### config.mk
export PLATFORM = sky130hd
export DESIGN_NAME = pbc_basic_control
export DESIGN_NICKNAME = d
export VERILOG_FILES = /design/src/logic/pbc_pkg.sv /design/src/logic/pbc_mac_path.sv /design/src/logic/pbc_basic_control.sv
export SDC_FILE = /design/constraint.sdc
export NUM_CORES = 1
export LEC_CHECK = 0
export BUFFER_PORTS_ARGS = -buffer_cell sky130_fd_sc_hd__buf_2
export CAP_MARGIN = 10
export CORE_UTILIZATION = 38
export CTS_CLUSTER_DIAMETER = 40
export CTS_CLUSTER_SIZE = 25
export DETAILED_ROUTE_END_ITERATION = 8
export PLACE_DENSITY = 0.66
export SLEW_MARGIN = 10
export SYNTH_ARGS = -nofsm -noshare
export SYNTH_HDL_FRONTEND = slang
export SYNTH_SLANG_ARGS = --single-unit
### constraint.sdc
create_clock -name SYS_CLK_IN -period 4.9 [get_ports SYS_CLK_IN]
set_clock_uncertainty 0.05 [all_clocks]
set_input_delay 0.49 -clock SYS_CLK_IN [delete_from_list [all_inputs] [get_ports SYS_CLK_IN]]
set_output_delay 0.49 -clock SYS_CLK_IN [all_outputs]
set_load 0.005 [all_outputs]
### src/logic/pbc_pkg.sv
// Constants and types shared by the basic control register block
package pbc_pkg;
    // Register map
    localparam logic [4:0]  PBC_REG_BASIC_CONTROL = 5'h00;
    // Field positions of basic_control
    localparam int          PBC_BIT_RESET         = 15;
    localparam int          PBC_BIT_LOOPBACK      = 14;
    localparam int          PBC_BIT_RATE          = 13;
    localparam int          PBC_BIT_AN_ENABLE     = 12;
    localparam int          PBC_BIT_LOW_POWER     = 11;
    localparam int          PBC_BIT_ISOLATE       = 10;
    localparam int          PBC_BIT_AN_RESTART    = 9;
    localparam int          PBC_BIT_DUPLEX        = 8;
    localparam int          PBC_BIT_COL_TEST      = 7;
    // Reset values
    localparam logic [15:0] PBC_CTRL_RESET_VALUE  = 16'h3000;
    localparam logic [15:0] PBC_READ_IN_RESET     = 16'h8000;
    localparam logic [15:0] PBC_READ_UNMAPPED     = 16'h0000;
    localparam logic [6:0]  PBC_RESERVED_VALUE    = 7'h00;
    localparam logic [4:0]  PBC_ISOLATE_ADDR      = 5'h00;
    // Timing
    localparam int          PBC_CLK_PERIOD_NS     = 20;
    localparam int          PBC_SW_RESET_NS       = 1000;
    localparam int          PBC_SW_RESET_CYCLES   =
        (PBC_SW_RESET_NS + PBC_CLK_PERIOD_NS - 1) / PBC_CLK_PERIOD_NS;
    localparam logic [5:0]  PBC_SW_RESET_LAST     = 6'(PBC_SW_RESET_CYCLES - 1);
    // Bit time at 100 Mbps is the tighter of the two rates
    localparam int          PBC_BIT_TIME_NS       = 10;
    localparam int          PBC_COL_ON_BITS       = 512;
    localparam int          PBC_COL_OFF_BITS      = 4;
    localparam int          PBC_COL_ON_CYCLES     =
        PBC_COL_ON_BITS * PBC_BIT_TIME_NS / PBC_CLK_PERIOD_NS;
    localparam int          PBC_COL_OFF_CYCLES    =
        PBC_COL_OFF_BITS * PBC_BIT_TIME_NS / PBC_CLK_PERIOD_NS;

    // Software reset sequencer
    typedef enum logic [1:0] {
        PBC_IDLE  = 2'b00,
        PBC_SWRST = 2'b01
    } pbc_rst_state_t;
endpackage : pbc_pkg

### src/logic/pbc_mac_path.sv
// MAC-side data path: loopback, collision test, isolate and low power
`timescale 1ns/1ps
module pbc_mac_path
    import pbc_pkg::*;
(
    input  wire logic       clk_in,
    input  wire logic       rstn_in,
    input  wire logic       loopback_in,
    input  wire logic       col_test_in,
    input  wire logic       isolate_in,
    input  wire logic       low_power_in,
    input  wire logic       hold_in,
    input  wire logic       tx_en_in,
    input  wire logic [3:0] txd_in,
    input  wire logic       tx_er_in,
    input  wire logic       line_rx_dv_in,
    input  wire logic [3:0] line_rxd_in,
    input  wire logic       line_rx_er_in,
    input  wire logic       line_col_in,
    input  wire logic       line_crs_in,
    output logic            line_tx_en_out,
    output logic [3:0]      line_txd_out,
    output logic            line_tx_er_out,
    output logic            rx_dv_out,
    output logic [3:0]      rxd_out,
    output logic            rx_er_out,
    output logic            col_out,
    output logic            crs_out,
    output logic            mac_oe_n_out
);
    logic [5:0] tx_meta;
    logic [5:0] tx_sync;
    logic       tx_en_s;
    logic       path_on;

    // Two-stage synchroniser for the MAC transmit pins
    always_ff @(posedge clk_in) begin
        if (!rstn_in) begin
            tx_meta <= 6'h00;
            tx_sync <= 6'h00;
        end else begin
            tx_meta <= {tx_er_in, tx_en_in, txd_in};
            tx_sync <= tx_meta;
        end
    end

    assign tx_en_s = tx_sync[4];
    // Inputs ignored while isolated, powered down or held in reset
    assign path_on = !isolate_in && !low_power_in && !hold_in; // [RULE11] [RULE1]

    // Outputs and line transmit, all registered
    always_ff @(posedge clk_in) begin
        if (!rstn_in || !path_on) begin
            line_tx_en_out <= 1'b0; // [RULE9]
            line_txd_out   <= 4'h0;
            line_tx_er_out <= 1'b0;
            rx_dv_out      <= 1'b0;
            rxd_out        <= 4'h0;
            rx_er_out      <= 1'b0;
            col_out        <= 1'b0;
            crs_out        <= 1'b0;
        end else if (loopback_in) begin
            line_tx_en_out <= 1'b0; // [RULE3]
            line_txd_out   <= 4'h0;
            line_tx_er_out <= 1'b0;
            rx_dv_out      <= tx_en_s; // [RULE3] [RULE4]
            rxd_out        <= tx_sync[3:0];
            rx_er_out      <= tx_sync[5];
            crs_out        <= tx_en_s;
            col_out        <= col_test_in && tx_en_s; // [RULE16] [RULE17]
        end else begin
            line_tx_en_out <= tx_en_s;
            line_txd_out   <= tx_sync[3:0];
            line_tx_er_out <= tx_sync[5];
            rx_dv_out      <= line_rx_dv_in;
            rxd_out        <= line_rxd_in;
            rx_er_out      <= line_rx_er_in;
            crs_out        <= line_crs_in;
            col_out        <= col_test_in ? tx_en_s : line_col_in; // [RULE16]
        end
    end

    // Output enable high releases the MAC outputs
    assign mac_oe_n_out = isolate_in; // [RULE11]
endmodule : pbc_mac_path

### src/logic/pbc_basic_control.sv
// Basic control register of a 10/100 PHY with strap overrides
`timescale 1ns/1ps
// Contract
// RULE1: Reset bit restores defaults, idles machines
// RULE2: Reset bit reads one, accesses blocked
// RULE3: Loopback disables line, loops MAC data
// RULE4: Loopback RX_DV within 512 bit times
// RULE5: Hardware mode takes rate from strap
// RULE6: Manual rate bit; negotiation result otherwise
// RULE7: Hardware mode takes negotiation enable strap
// RULE8: Negotiation enable overrides rate and duplex; in hardware mode the straps still set rate and duplex
// RULE9: Low power drives MAC outputs low
// RULE10: Low power entry clears latching bits only
// RULE11: Isolate releases MAC outputs, ignores inputs
// RULE12: Isolate default one at address zero
// RULE13: Restart ignored unless negotiation; self clears
// RULE14: Hardware mode takes duplex from strap
// RULE15: Duplex bit manual; ignored in loopback
// RULE16: Collision test COL follows TX_EN
// RULE17: No collision test, COL independent
// RULE18: Seven low reserved bits read zero
// RULE19: Manager writes reserved bits as default
// RULE20: Self clearing bits start and clear
// RULE21: Latching high holds until read
// RULE22: Rate and negotiation enable default one
module pbc_basic_control
    import pbc_pkg::*;
(
    input  wire logic        SYS_CLK_IN,
    input  wire logic        RSTN_IN,
    input  wire logic [4:0]  MGMT_ADDR_IN,
    input  wire logic        MGMT_WR_IN,
    input  wire logic        MGMT_RD_IN,
    input  wire logic [15:0] MGMT_WDATA_IN,
    output logic [15:0]      MGMT_RDATA_OUT,
    output logic             MGMT_BUSY_OUT,
    input  wire logic        STATUS_RD_IN,
    input  wire logic        HARDWARE_SOFTWARE_STRAP_IN,
    input  wire logic        RATE_STRAP_PIN_IN,
    input  wire logic        AUTONEG_STRAP_PIN_IN,
    input  wire logic        DUPLEX_STRAP_PIN_IN,
    input  wire logic [4:0]  PHY_ADDR_IN,
    input  wire logic        AN_RATE_IN,
    input  wire logic        AN_DUPLEX_IN,
    input  wire logic        LINK_UP_IN,
    input  wire logic        JABBER_IN,
    output logic             AN_ENABLE_OUT,
    output logic             AN_RESTART_OUT,
    output logic             SM_RESET_OUT,
    output logic             RATE_100_OUT,
    output logic             FULL_DUPLEX_OUT,
    output logic             LINK_LATCHING_LOW_OUT,
    output logic             JABBER_LATCHING_HIGH_OUT,
    output logic             LOW_POWER_OUT,
    output logic             LINE_TX_ENABLE_OUT,
    output logic             LINE_RX_ENABLE_OUT,
    output logic             COL_DETECT_ENABLE_OUT,
    output logic             LINE_TRANSMIT_TRISTATE_N_OUT,
    input  wire logic        TX_EN_IN,
    input  wire logic [3:0]  TXD_IN,
    input  wire logic        TX_ER_IN,
    input  wire logic        LINE_RX_DV_IN,
    input  wire logic [3:0]  LINE_RXD_IN,
    input  wire logic        LINE_RX_ER_IN,
    input  wire logic        LINE_COL_IN,
    input  wire logic        LINE_CRS_IN,
    output logic             LINE_TX_EN_OUT,
    output logic [3:0]       LINE_TXD_OUT,
    output logic             LINE_TX_ER_OUT,
    output logic             RX_DV_OUT,
    output logic [3:0]       RXD_OUT,
    output logic             RX_ER_OUT,
    output logic             COL_OUT,
    output logic             CRS_OUT,
    output logic             MAC_OE_N_OUT
);
    logic [8:0]     strap_meta;
    logic [8:0]     strap_sync;
    logic           hw_mode;
    logic           strap_rate;
    logic           strap_an;
    logic           strap_duplex;
    logic [4:0]     strap_addr;
    pbc_rst_state_t rst_state;
    pbc_rst_state_t next_rst_state;
    logic [5:0]     rst_cnt;
    logic           sw_busy;
    logic           reg_hit;
    logic           reg_write;
    logic           sw_start;
    logic           loopback;
    logic           rate_sel;
    logic           an_en_bit;
    logic           low_power;
    logic           low_power_q;
    logic           lp_rise;
    logic           isolate;
    logic           an_restart;
    logic           duplex_bit;
    logic           col_test;
    logic           an_enable_eff;
    logic           an_enable_wr;
    logic [15:0]    ctrl_word;

    // Strap pins cross two flip-flops before use; free running so the
    // strapped address has settled before the reset defaults load
    always_ff @(posedge SYS_CLK_IN) begin
        strap_meta <= {HARDWARE_SOFTWARE_STRAP_IN, RATE_STRAP_PIN_IN,
                       AUTONEG_STRAP_PIN_IN, DUPLEX_STRAP_PIN_IN, PHY_ADDR_IN};
        strap_sync <= strap_meta;
    end

    assign hw_mode      = !strap_sync[8];
    assign strap_rate   = strap_sync[7];
    assign strap_an     = strap_sync[6];
    assign strap_duplex = strap_sync[5];
    assign strap_addr   = strap_sync[4:0];

    // Access decode; writes blocked during software reset
    assign reg_hit   = (MGMT_ADDR_IN == PBC_REG_BASIC_CONTROL);
    assign reg_write = MGMT_WR_IN && reg_hit && !sw_busy; // [RULE2]
    assign sw_start  = reg_write && MGMT_WDATA_IN[PBC_BIT_RESET]; // [RULE20]
    assign sw_busy   = (rst_state == PBC_SWRST);

    // Software reset sequencer next state
    always_comb begin
        next_rst_state = rst_state;
        case (rst_state)
            PBC_IDLE: begin
                if (sw_start) begin
                    next_rst_state = PBC_SWRST; // [RULE1]
                end
            end
            PBC_SWRST: begin
                if (rst_cnt == PBC_SW_RESET_LAST) begin
                    next_rst_state = PBC_IDLE; // [RULE2] [RULE20]
                end
            end
            default: begin
                next_rst_state = PBC_IDLE;
            end
        endcase
    end

    // Sequencer state and duration counter
    always_ff @(posedge SYS_CLK_IN) begin
        if (!RSTN_IN) begin
            rst_state <= PBC_IDLE;
            rst_cnt   <= 6'h00;
        end else begin
            rst_state <= next_rst_state;
            rst_cnt   <= sw_busy ? rst_cnt + 6'h01 : 6'h00;
        end
    end

    // Control bits; defaults reload for the whole reset
    always_ff @(posedge SYS_CLK_IN) begin
        if (!RSTN_IN || sw_busy) begin
            loopback   <= PBC_CTRL_RESET_VALUE[PBC_BIT_LOOPBACK]; // [RULE1]
            rate_sel   <= PBC_CTRL_RESET_VALUE[PBC_BIT_RATE]; // [RULE22]
            an_en_bit  <= PBC_CTRL_RESET_VALUE[PBC_BIT_AN_ENABLE]; // [RULE22]
            low_power  <= PBC_CTRL_RESET_VALUE[PBC_BIT_LOW_POWER];
            isolate    <= (strap_addr == PBC_ISOLATE_ADDR); // [RULE12]
            duplex_bit <= PBC_CTRL_RESET_VALUE[PBC_BIT_DUPLEX];
            col_test   <= PBC_CTRL_RESET_VALUE[PBC_BIT_COL_TEST];
        end else if (reg_write && !MGMT_WDATA_IN[PBC_BIT_RESET]) begin
            loopback   <= MGMT_WDATA_IN[PBC_BIT_LOOPBACK];
            rate_sel   <= MGMT_WDATA_IN[PBC_BIT_RATE];
            an_en_bit  <= MGMT_WDATA_IN[PBC_BIT_AN_ENABLE];
            low_power  <= MGMT_WDATA_IN[PBC_BIT_LOW_POWER];
            isolate    <= MGMT_WDATA_IN[PBC_BIT_ISOLATE];
            duplex_bit <= MGMT_WDATA_IN[PBC_BIT_DUPLEX];
            col_test   <= MGMT_WDATA_IN[PBC_BIT_COL_TEST];
        end
    end

    // Effective negotiation enable: strap in hardware mode
    assign an_enable_eff = hw_mode ? strap_an : an_en_bit; // [RULE7] [RULE8]
    // Enable as it stands once the current write lands
    assign an_enable_wr  = hw_mode ? strap_an : MGMT_WDATA_IN[PBC_BIT_AN_ENABLE]; // [RULE13]

    // Restart pulses one cycle, only with negotiation on
    always_ff @(posedge SYS_CLK_IN) begin
        if (!RSTN_IN || sw_busy) begin
            an_restart <= 1'b0;
        end else begin
            an_restart <= reg_write && MGMT_WDATA_IN[PBC_BIT_AN_RESTART]
                          && an_enable_wr; // [RULE13] [RULE20]
        end
    end

    // Resolved rate and duplex
    always_ff @(posedge SYS_CLK_IN) begin
        if (!RSTN_IN || sw_busy) begin
            RATE_100_OUT    <= PBC_CTRL_RESET_VALUE[PBC_BIT_RATE];
            FULL_DUPLEX_OUT <= PBC_CTRL_RESET_VALUE[PBC_BIT_DUPLEX];
        end else begin
            if (hw_mode) begin
                RATE_100_OUT <= strap_rate; // [RULE5]
            end else if (an_enable_eff) begin
                RATE_100_OUT <= AN_RATE_IN; // [RULE6] [RULE8]
            end else begin
                RATE_100_OUT <= rate_sel; // [RULE6]
            end
            if (hw_mode) begin
                FULL_DUPLEX_OUT <= strap_duplex; // [RULE14]
            end else if (loopback) begin
                FULL_DUPLEX_OUT <= 1'b1; // [RULE15]
            end else if (an_enable_eff) begin
                FULL_DUPLEX_OUT <= AN_DUPLEX_IN; // [RULE8]
            end else begin
                FULL_DUPLEX_OUT <= duplex_bit; // [RULE15]
            end
        end
    end

    // Latching status bits, reinitialised on low power entry
    assign lp_rise = low_power && !low_power_q;
    always_ff @(posedge SYS_CLK_IN) begin
        if (!RSTN_IN || sw_busy || lp_rise) begin
            low_power_q              <= low_power;
            LINK_LATCHING_LOW_OUT    <= 1'b0; // [RULE10]
            JABBER_LATCHING_HIGH_OUT <= 1'b0; // [RULE10]
        end else begin
            low_power_q <= low_power;
            if (STATUS_RD_IN) begin
                LINK_LATCHING_LOW_OUT    <= LINK_UP_IN;
                JABBER_LATCHING_HIGH_OUT <= JABBER_IN; // [RULE21]
            end else begin
                LINK_LATCHING_LOW_OUT    <= LINK_LATCHING_LOW_OUT && LINK_UP_IN;
                JABBER_LATCHING_HIGH_OUT <= JABBER_LATCHING_HIGH_OUT || JABBER_IN; // [RULE21]
            end
        end
    end

    // Read image; reserved bits are zero
    assign ctrl_word = {1'b0, loopback, rate_sel, an_en_bit, low_power, isolate,
                        an_restart, duplex_bit, col_test, PBC_RESERVED_VALUE}; // [RULE18]

    // Read data register
    always_ff @(posedge SYS_CLK_IN) begin
        if (!RSTN_IN) begin
            MGMT_RDATA_OUT <= PBC_READ_UNMAPPED;
        end else if (MGMT_RD_IN) begin
            if (sw_busy) begin
                MGMT_RDATA_OUT <= PBC_READ_IN_RESET; // [RULE2]
            end else if (reg_hit) begin
                MGMT_RDATA_OUT <= ctrl_word;
            end else begin
                MGMT_RDATA_OUT <= PBC_READ_UNMAPPED;
            end
        end
    end

    // Control outputs to the rest of the PHY
    assign MGMT_BUSY_OUT                = sw_busy;
    assign SM_RESET_OUT                 = sw_busy; // [RULE1]
    assign AN_ENABLE_OUT                = an_enable_eff;
    assign AN_RESTART_OUT               = an_restart;
    assign LOW_POWER_OUT                = low_power; // [RULE9]
    assign LINE_TX_ENABLE_OUT           = !loopback && !low_power; // [RULE3]
    assign LINE_RX_ENABLE_OUT           = !loopback && !low_power; // [RULE3]
    assign COL_DETECT_ENABLE_OUT        = !low_power && (!loopback || col_test); // [RULE3]
    assign LINE_TRANSMIT_TRISTATE_N_OUT = low_power || loopback; // [RULE9]

    // MAC-side data path
    pbc_mac_path u_mac_path (
        .clk_in         (SYS_CLK_IN),
        .rstn_in        (RSTN_IN),
        .loopback_in    (loopback),
        .col_test_in    (col_test),
        .isolate_in     (isolate),
        .low_power_in   (low_power),
        .hold_in        (sw_busy),
        .tx_en_in       (TX_EN_IN),
        .txd_in         (TXD_IN),
        .tx_er_in       (TX_ER_IN),
        .line_rx_dv_in  (LINE_RX_DV_IN),
        .line_rxd_in    (LINE_RXD_IN),
        .line_rx_er_in  (LINE_RX_ER_IN),
        .line_col_in    (LINE_COL_IN),
        .line_crs_in    (LINE_CRS_IN),
        .line_tx_en_out (LINE_TX_EN_OUT),
        .line_txd_out   (LINE_TXD_OUT),
        .line_tx_er_out (LINE_TX_ER_OUT),
        .rx_dv_out      (RX_DV_OUT),
        .rxd_out        (RXD_OUT),
        .rx_er_out      (RX_ER_OUT),
        .col_out        (COL_OUT),
        .crs_out        (CRS_OUT),
        .mac_oe_n_out   (MAC_OE_N_OUT)
    );
endmodule : pbc_basic_control

After elaboration in Yosys (flattened, before gate mapping)
Index checks and enable logic that the tools add are counted.
{"block": "op_classes", "addsub": 1, "n_eq_ne": 4, "muxes": 22, "reduce_logical": 34}
{"cell": "$mux W1", "n": 16}
{"cell": "$mux W16", "n": 1}
{"cell": "$mux W15", "n": 1}
{"cell": "$logic_and A1 B1 Y1", "n": 13}
{"cell": "$logic_not A5 Y1", "n": 2}
{"cell": "$logic_not A1 Y1", "n": 8}
{"cell": "$add A6 B1 Y6 const B", "n": 1}
{"cell": "$eq A6 B6 Y1 const B", "n": 1}
{"cell": "$logic_or A1 B1 Y1", "n": 6}
{"cell": "$mux W2", "n": 2}
{"cell": "$mux W4", "n": 1}
{"cell": "$pmux W2 S2", "n": 1}
{"cell": "$reduce_and A2 Y1", "n": 2}
{"cell": "$eq A2 B1 Y1 const B", "n": 1}
{"cell": "$logic_not A2 Y1", "n": 1}
{"cell": "$ne A2 B1 Y1 const B", "n": 1}
{"cell": "$ne A2 B2 Y1 const B", "n": 1}
{"cell": "$reduce_bool A2 Y1", "n": 1}
{"cell": "$reduce_or A2 Y1", "n": 1}
{"block": "totals", "regBits": 81, "inputBits": 53, "elab_cells": 89}

Logic depth before layout (Yosys ltp)
Gate-level depths: netlist of run 1.
{"block": "depth", "word_depth": 6, "ltp_mapped": 5, "ltp_nobuf": 5}

By module
Synthesis of run 1 repeated with hierarchy kept, for this count alone.
{"block": "hier_totals", "hier_cells": 232, "hier_area_um2": 2491.1}
{"module": "pbc_basic_control", "n_inst": 1, "cells_per_inst": 163, "area_per_inst_um2": 1681.6, "seq_area_each_um2": 950.9}
{"module": "pbc_mac_path", "n_inst": 1, "cells_per_inst": 69, "area_per_inst_um2": 809.5, "seq_area_each_um2": 520.5}

Least setup slack after synthesis of run 1
No wires, ideal clock.
{"block": "synth_path", "kind": "input-to-reg", "start": "in MGMT_ADDR_IN[3]", "end": "reg MGMT_RDATA_OUT[14]", "setup_ns": 0.067, "arrival_ns": 1.718, "required_time_ns": 4.783, "path_slack_ns": 3.065, "stages": 5, "n_path_buf": 2, "path_cell_list": "or4_1 > buf_2 > or3_1 > buf_6 > o21ai_2"}
{"block": "synth_between", "elab_chain_len": 3}
{"element": "start, declared", "line_no": "pbc_basic_control.sv:31", "source": "input wire logic [4:0] MGMT_ADDR_IN,"}
{"element": "$logic_not A5 Y1", "line_no": "pbc_basic_control.sv:120", "source": "assign reg_hit = (MGMT_ADDR_IN == PBC_REG_BASIC_CONTROL);"}
{"element": "$mux W15", "line_no": "pbc_basic_control.sv:247", "source": "end else if (reg_hit) begin"}
{"element": "$mux W16", "line_no": "pbc_basic_control.sv:245", "source": "if (sw_busy) begin"}
{"element": "end signal, assigned", "line_no": "pbc_basic_control.sv:248", "source": "MGMT_RDATA_OUT <= ctrl_word;"}
{"element": "end, declared", "line_no": "pbc_basic_control.sv:35", "source": "output logic [15:0] MGMT_RDATA_OUT,"}
Every way passes these cells.
A chain may end at the register's enable or synchronous reset.

Worst setup path in the final report of run 1
{"block": "layout_path", "start": "reg loopback", "end": "out LINE_RX_ENABLE_OUT"}
{"block": "layout_between", "elab_chain_len": 2}
{"element": "start, declared", "line_no": "pbc_basic_control.sv:91", "source": "logic loopback;"}
{"element": "start signal, assigned", "line_no": "pbc_basic_control.sv:159", "source": "loopback <= PBC_CTRL_RESET_VALUE[PBC_BIT_LOOPBACK];"}
{"element": "start signal, assigned", "line_no": "pbc_basic_control.sv:167", "source": "loopback <= MGMT_WDATA_IN[PBC_BIT_LOOPBACK];"}
{"element": "$logic_not A1 Y1", "line_no": "pbc_basic_control.sv:262", "source": "assign LINE_RX_ENABLE_OUT = !loopback && !low_power;"}
{"element": "$logic_and A1 B1 Y1", "line_no": "pbc_basic_control.sv:262"}
{"element": "end, declared", "line_no": "pbc_basic_control.sv:56", "source": "output logic LINE_RX_ENABLE_OUT,"}
Every way passes these cells.

==> results.cfg, run 1 <==
[detailed_routing]
first_iter_violations = 73
vias_per_cell = 4.669
antenna_left = 0
dr.pass1.iters = 4
num_vias = 1835
drc_errors = 0
drt_wl_total_um = 4762
wl_per_cell_um = 12.12

[setup_path]
startpoint_type = flop
critPathBufInv = 2
cpPeakStageDelay_ns = 0.72
slowest_stage = dfxtp_1
critPathTopFamily = flip-flops
worstPathCellList = or2_2 -> inv_1 -> buf_2
crit_type = flop to primary output
arrival_ns = 1.50
endpoint_kind = primary output
crit_path_max_fanout = 15
r2r_start = rst_state[0]
cp.required_ns = 4.36
crit_path_start = loopback

[sta]
finalCritPeriodShare = 0.4165
hold_viol_final = 0
relSlewSlack = 0.2945
slew_viol_final = 0
worst_pin_slew_ns = 1.049
whs_ns = 0.2047
setup_tns_ns = 0
layout_min_cycle_time_ns = 2.041
fmax_ghz = 0.4900
rsz0062_at_grt = false
setup_viol = 0

[floorplan]
die_w_um = 82.38
die_area_sq_um = 6786
rows = 28
initial_core_util = 0.4050
core_sq_um = 6061
die_h_um = 82.38
ios = 97

[clocking]
cts_tree = done
cts_resized = 0
clk_path_buf_depth = 2
cts_root_buffer = clkbuf_8
ctsHoldBuffers = 0
clk_latency_ns = 0.33
clkSinkCount = 73
cts_buffers = 9
clk_pin_slew_ns = 0.07
postCtsSetupRepairBufs = 0
htreeDepth = 3

[layout]
final_cell_mix = buf_2, dfxtp_1, nand3_1, and2_1, nor2_1
layout.nets = 368
drive_gt1_frac = 0.3396
n_antenna_cell = 0
area_growth_pct = 23.50
final_common_cell = buf_2

[logic_synthesis]
ys_seq_area_frac = 0.5994
syn_area_sq_um = 2455
synth_area_per_cell_sq_um = 10.54
netlist.area_leader.share = 0.5872
synth.largest_area_cell = dfxtp_1
yosysWarningCount = 0
synthCells = 233
yosysUniqueCellTypes = 38
yosys_register_bits = 73
ys_top_cells_by_area = dfxtp_1, and2_1, nand3_1

[status]
status = completed

[global_routing]
grt_overflow = 0
grt_max_degree = 34
grt_pass1_wl_um = 7514
antenna_found_initial = 0
grt_pass1_vias = 1649
track_usage = 0.1539

[placed_design]
gp_congestion = 0.7747
dp_hpwl_um = 3432
io_buffer_count = 82

[pwr]
power_density_nw_per_um2 = 352.2
p_leak_uw = 0.001310
irDropWorstVdd_v = 0.0001752
power.total_uw = 1068

[worst_hold_path]
hold_class = input pin to flop
hp-start = RATE_STRAP_PIN_IN

[job]
max-cap-violations = 0
## report_power, final
group	total (uW)	switching [uW]	leakage (uW)	internal (uW)
Clock	387	205	0.0000753	182
Sequential	621	6.63	0.000603	614
Combinational	59.2	29.7	0.000632	29.5
Total	1070	242	0.00131	826
## metal layers
layer  up-vias  part of all wire  GRT usage
li1        938                 -          -
met1       839              0.46     0.1860
met2        54              0.47     0.2380
met3         4             0.062    0.06374
met4         0             0.011    0.06842
met5         -                 0          0
## sequential cells by signal, indices dropped and copies added (netlist names), 4 cells and up
register / cells
MGMT_RDATA_OUT: 9
rst_cnt: 6
strap_meta: 9
strap_sync: 9
u_mac_path.line_txd_out: 4
u_mac_path.rxd_out: 4
u_mac_path.tx_meta: 6
u_mac_path.tx_sync: 6
## cell usage after synthesis, drive strengths merged
cell type	count
xor2	2
nand3b	8
inv	5
o31ai	1
clkbuf	7
o21ai	19
and2	17
nand3	19
nor2b	3
nand2b	3
xnor2	1
nor3b	1
edfxtp	1
nor3	3
a41oi	1
o41ai	1
buf	12
ha	2
a211oi	1
nor4b	1
or3	3
nor2	16
dfxtp	72
mux2	2
nand2	7
a21oi	10
or2	1
or4	2
nor4	1
mux2i	8
or4b	1
a22oi	1
conb	1
## path summary, 6_finish.rpt
path,to,slack [ns],cells past startpoint
worst min-delay path,strap_meta[7],0.20,1
worst max register to register,col_test,3.13,3
worst max-delay path,LINE_RX_ENABLE_OUT,2.86,3
worst min register to register,strap_sync[3],0.28,0
## cell type report
| type | count | area (sq um) |
|---|---|---|
| clock buffers | 11 | 131.4 |
| clock inverters | 5 | 32.53 |
| fillers | 592 | 3029 |
| inverters | 5 | 18.77 |
| multi-input cells | 142 | 873.3 |
| flip-flops and latches | 73 | 1471 |
| well taps | 75 | 93.84 |
| repair buffers | 82 | 410.4 |
## kinds of logic after synthesis
kind of cell / share of synthesized area
adder cells (fa/ha/maj): 0.01019
XOR/XNOR: 0.01071
AO/OA/AOI/OAI: 0.08767
AND/OR/NAND/NOR: 0.1947
other: 0.001528
buffers and inverters: 0.05402
flip-flops: 0.5994
multiplexers: 0.04179
## metrics by stage
step	worst slack (ns)	instance area, sq um	util	instances
after CTS	2.833	3032	0.5002	393
after global routing	2.732	3032	0.5002	393
after detailed placement	2.672	2868	0.4732	377
after global placement	2.692	2868	0.4732	377
final	2.859	3032	0.5002	393
after floorplan	3.065	2477	-	239
No activity file was read; power rests on OpenSTA's default activity.
==> run 2, diff against run 1 <==
- ABC_AREA: default -> 1
- clock period: 4.9 -> 2.1 ns (I/O delays scaled with it)
==> results.cfg, run 2 <==
[clocking]
postCtsSetupRepairBufs = 0
clk_pin_slew_ns = 0.07
clkSinkCount = 73
cts_resized = 0
clk_latency_ns = 0.35
clk_path_buf_depth = 2
htreeDepth = 3
cts_buffers = 9
cts_root_buffer = clkbuf_8
cts_tree = done

[sta]
setup_viol = 0
setup_tns_ns = 0
finalCritPeriodShare = 0.6759
hold_viol_final = 0
rsz0062_at_grt = false
layout_min_cycle_time_ns = 1.419
fmax_ghz = 0.7045
slew_viol_final = 0

[detailed_routing]
drt_wl_total_um = 4760
num_vias = 1974
wl_per_cell_um = 10.35
antenna_left = 0
first_iter_violations = 74
dr.pass1.iters = 4
vias_per_cell = 4.291
drc_errors = 0

[layout]
n_antenna_cell = 0
area_growth_pct = 33.55
final_cell_mix = buf_2, dfxtp_1, nand2_1, inv_1, nor2_1
fillers = 572
layout.nets = 435
stdcell_count = 460
reg_top3 = MGMT_RDATA_OUT (9), strap_meta (9), strap_sync (9)
final_common_cell = buf_2
drive_gt1_frac = 0.2805

[global_routing]
grt_pass1_vias = 1774
antenna_found_initial = 0
track_usage = 0.1568
grt_pass1_wl_um = 7659
grt_overflow = 0
grt_max_degree = 18

[logic_synthesis]
synth_commonest_cells = dfxtp_1, nand2_1, inv_1, nor2_1, a21oi_1
synthArstFlopShare = 0
synth.largest_area_cell = dfxtp_1
ys_seq_area_frac = 0.6015
synth_edf_count = 1
yosysWarningCount = 0
syn_area_sq_um = 2446
synth_area_per_cell_sq_um = 8.705
synthCells = 281
netlist.area_leader.share = 0.5893
ys_top_cells_by_area = dfxtp_1, nand2_1, inv_1
yosysMostFrequentCell = dfxtp_1
ys.flop_type = dfxtp_1
yosys_register_bits = 73
yosysUniqueCellTypes = 25

[setup_path]
endpoint_kind = primary output
crit_type = flop to primary output
cp.required_ns = 1.84
startpoint_type = flop
arrival_ns = 1.16
rrSetupSlack_ns = 0.75
ff2ff_path_depth = 4
r2r-end = isolate
r2r_start = rst_state[0]
crit_path_max_fanout = 10

[floorplan]
ios = 97
rows = 28
die_h_um = 82.23
die_w_um = 82.23
die_area_sq_um = 6762
initial_core_util = 0.4036
core_sq_um = 6061

[placed_design]
dp_hpwl_um = 3379
io_buffer_count = 82
gp_congestion = 0.7493
placed_cells = 430

[worst_hold_path]
hold_class = input pin to flop
min_path_cells = 3
hold_end = u_mac_path.tx_meta[3]
hp-start = TXD_IN[3]

[pwr]
power_density_nw_per_um2 = 906.0
p_leak_uw = 0.001656
irDropWorstVdd_v = 0.0005123

[job]
max-cap-violations = 0

[status]
status = completed
==> run 2: kinds of logic (layout without fill, tap and decap cells) <==
group,count (synthesis),count (layout),synth area share
and+or+nand+nor,114,114,0.2082
DFF,73,73,0.6015
buffers and inverters,56,154,0.1038
AOI/OAI and AO/OA,35,35,0.07468
adders and majority gates,2,2,0.01023
other,1,7,0.001533
==> run 2: how the worst max path moves through the flow <==
stage                              from  depth (start not counted)  slack (ns)                      endpoint
final                          loopback                          3        0.68  LINE_TRANSMIT_TRISTATE_N_OUT
after global routing       rst_state[0]                          4        0.57                       isolate
after global placement          RSTN_IN                          4        0.67                       isolate
after floorplan            rst_state[0]                          6        0.93                       isolate
after detailed placement        RSTN_IN                          4        0.65                       isolate
after CTS                 strap_sync[8]                          4        0.66                 AN_ENABLE_OUT
==> run 2: layout make-up <==
type,count,area [sq um],share of cell area
sequential,73,1471,0.4504
multi-input combinational,158,743.2,0.2275
timing repair buffer,96,550.5,0.1685
inverter,42,157.7,0.04826
clock buffer,10,137.6,0.04213
clock inverter,6,112.6,0.03447
tap,75,93.84,0.02872
==> run 2: repair_timing <==
item,4_1_cts,5_1_grt
endpoints found under the setup margin,0,0
hold buffers,14,0
endpoints found under the hold margin,14,0
==> run 2: report_power, final <==
part	internal, uW	switching (uW)	total [uW]
clock	826	522	1350
sequential	1430	16.0	1450
combinational	81.5	80.3	162
total	2340	618	2960
==> run 2: routing by layer <==
metal / wire [um] / global-route usage
met3: 342 / 0.05165
met4: 147 / 0.1070
met5: 0 / 0
met1: 2205 / 0.1864
met2: 2064 / 0.2388
==> run 2: worst max-delay path, cell delays in order, from the launching register on <==
cell and delay, ns:
dfxtp_1 0.53, nor2_1 0.12, inv_1 0.06, buf_2 0.10
==> run 2: metrics by stage <==
step | power, uW | util | worst slack (ns) | area [sq um] | hold WS [ns]
after global routing | 3081 | 0.5390 | 0.5731 | 3267 | 0.02372
after CTS | 2982 | 0.5390 | 0.6632 | 3267 | 0.01116
after detailed placement | 1626 | 0.4746 | 0.6548 | 2877 | 0.2621
after global placement | 1623 | 0.4746 | 0.6708 | 2877 | 0.2619
final | 2960 | 0.5390 | 0.6806 | 3267 | 0.02539
after floorplan | 1561 | - | 0.9262 | 2469 | 0.1877
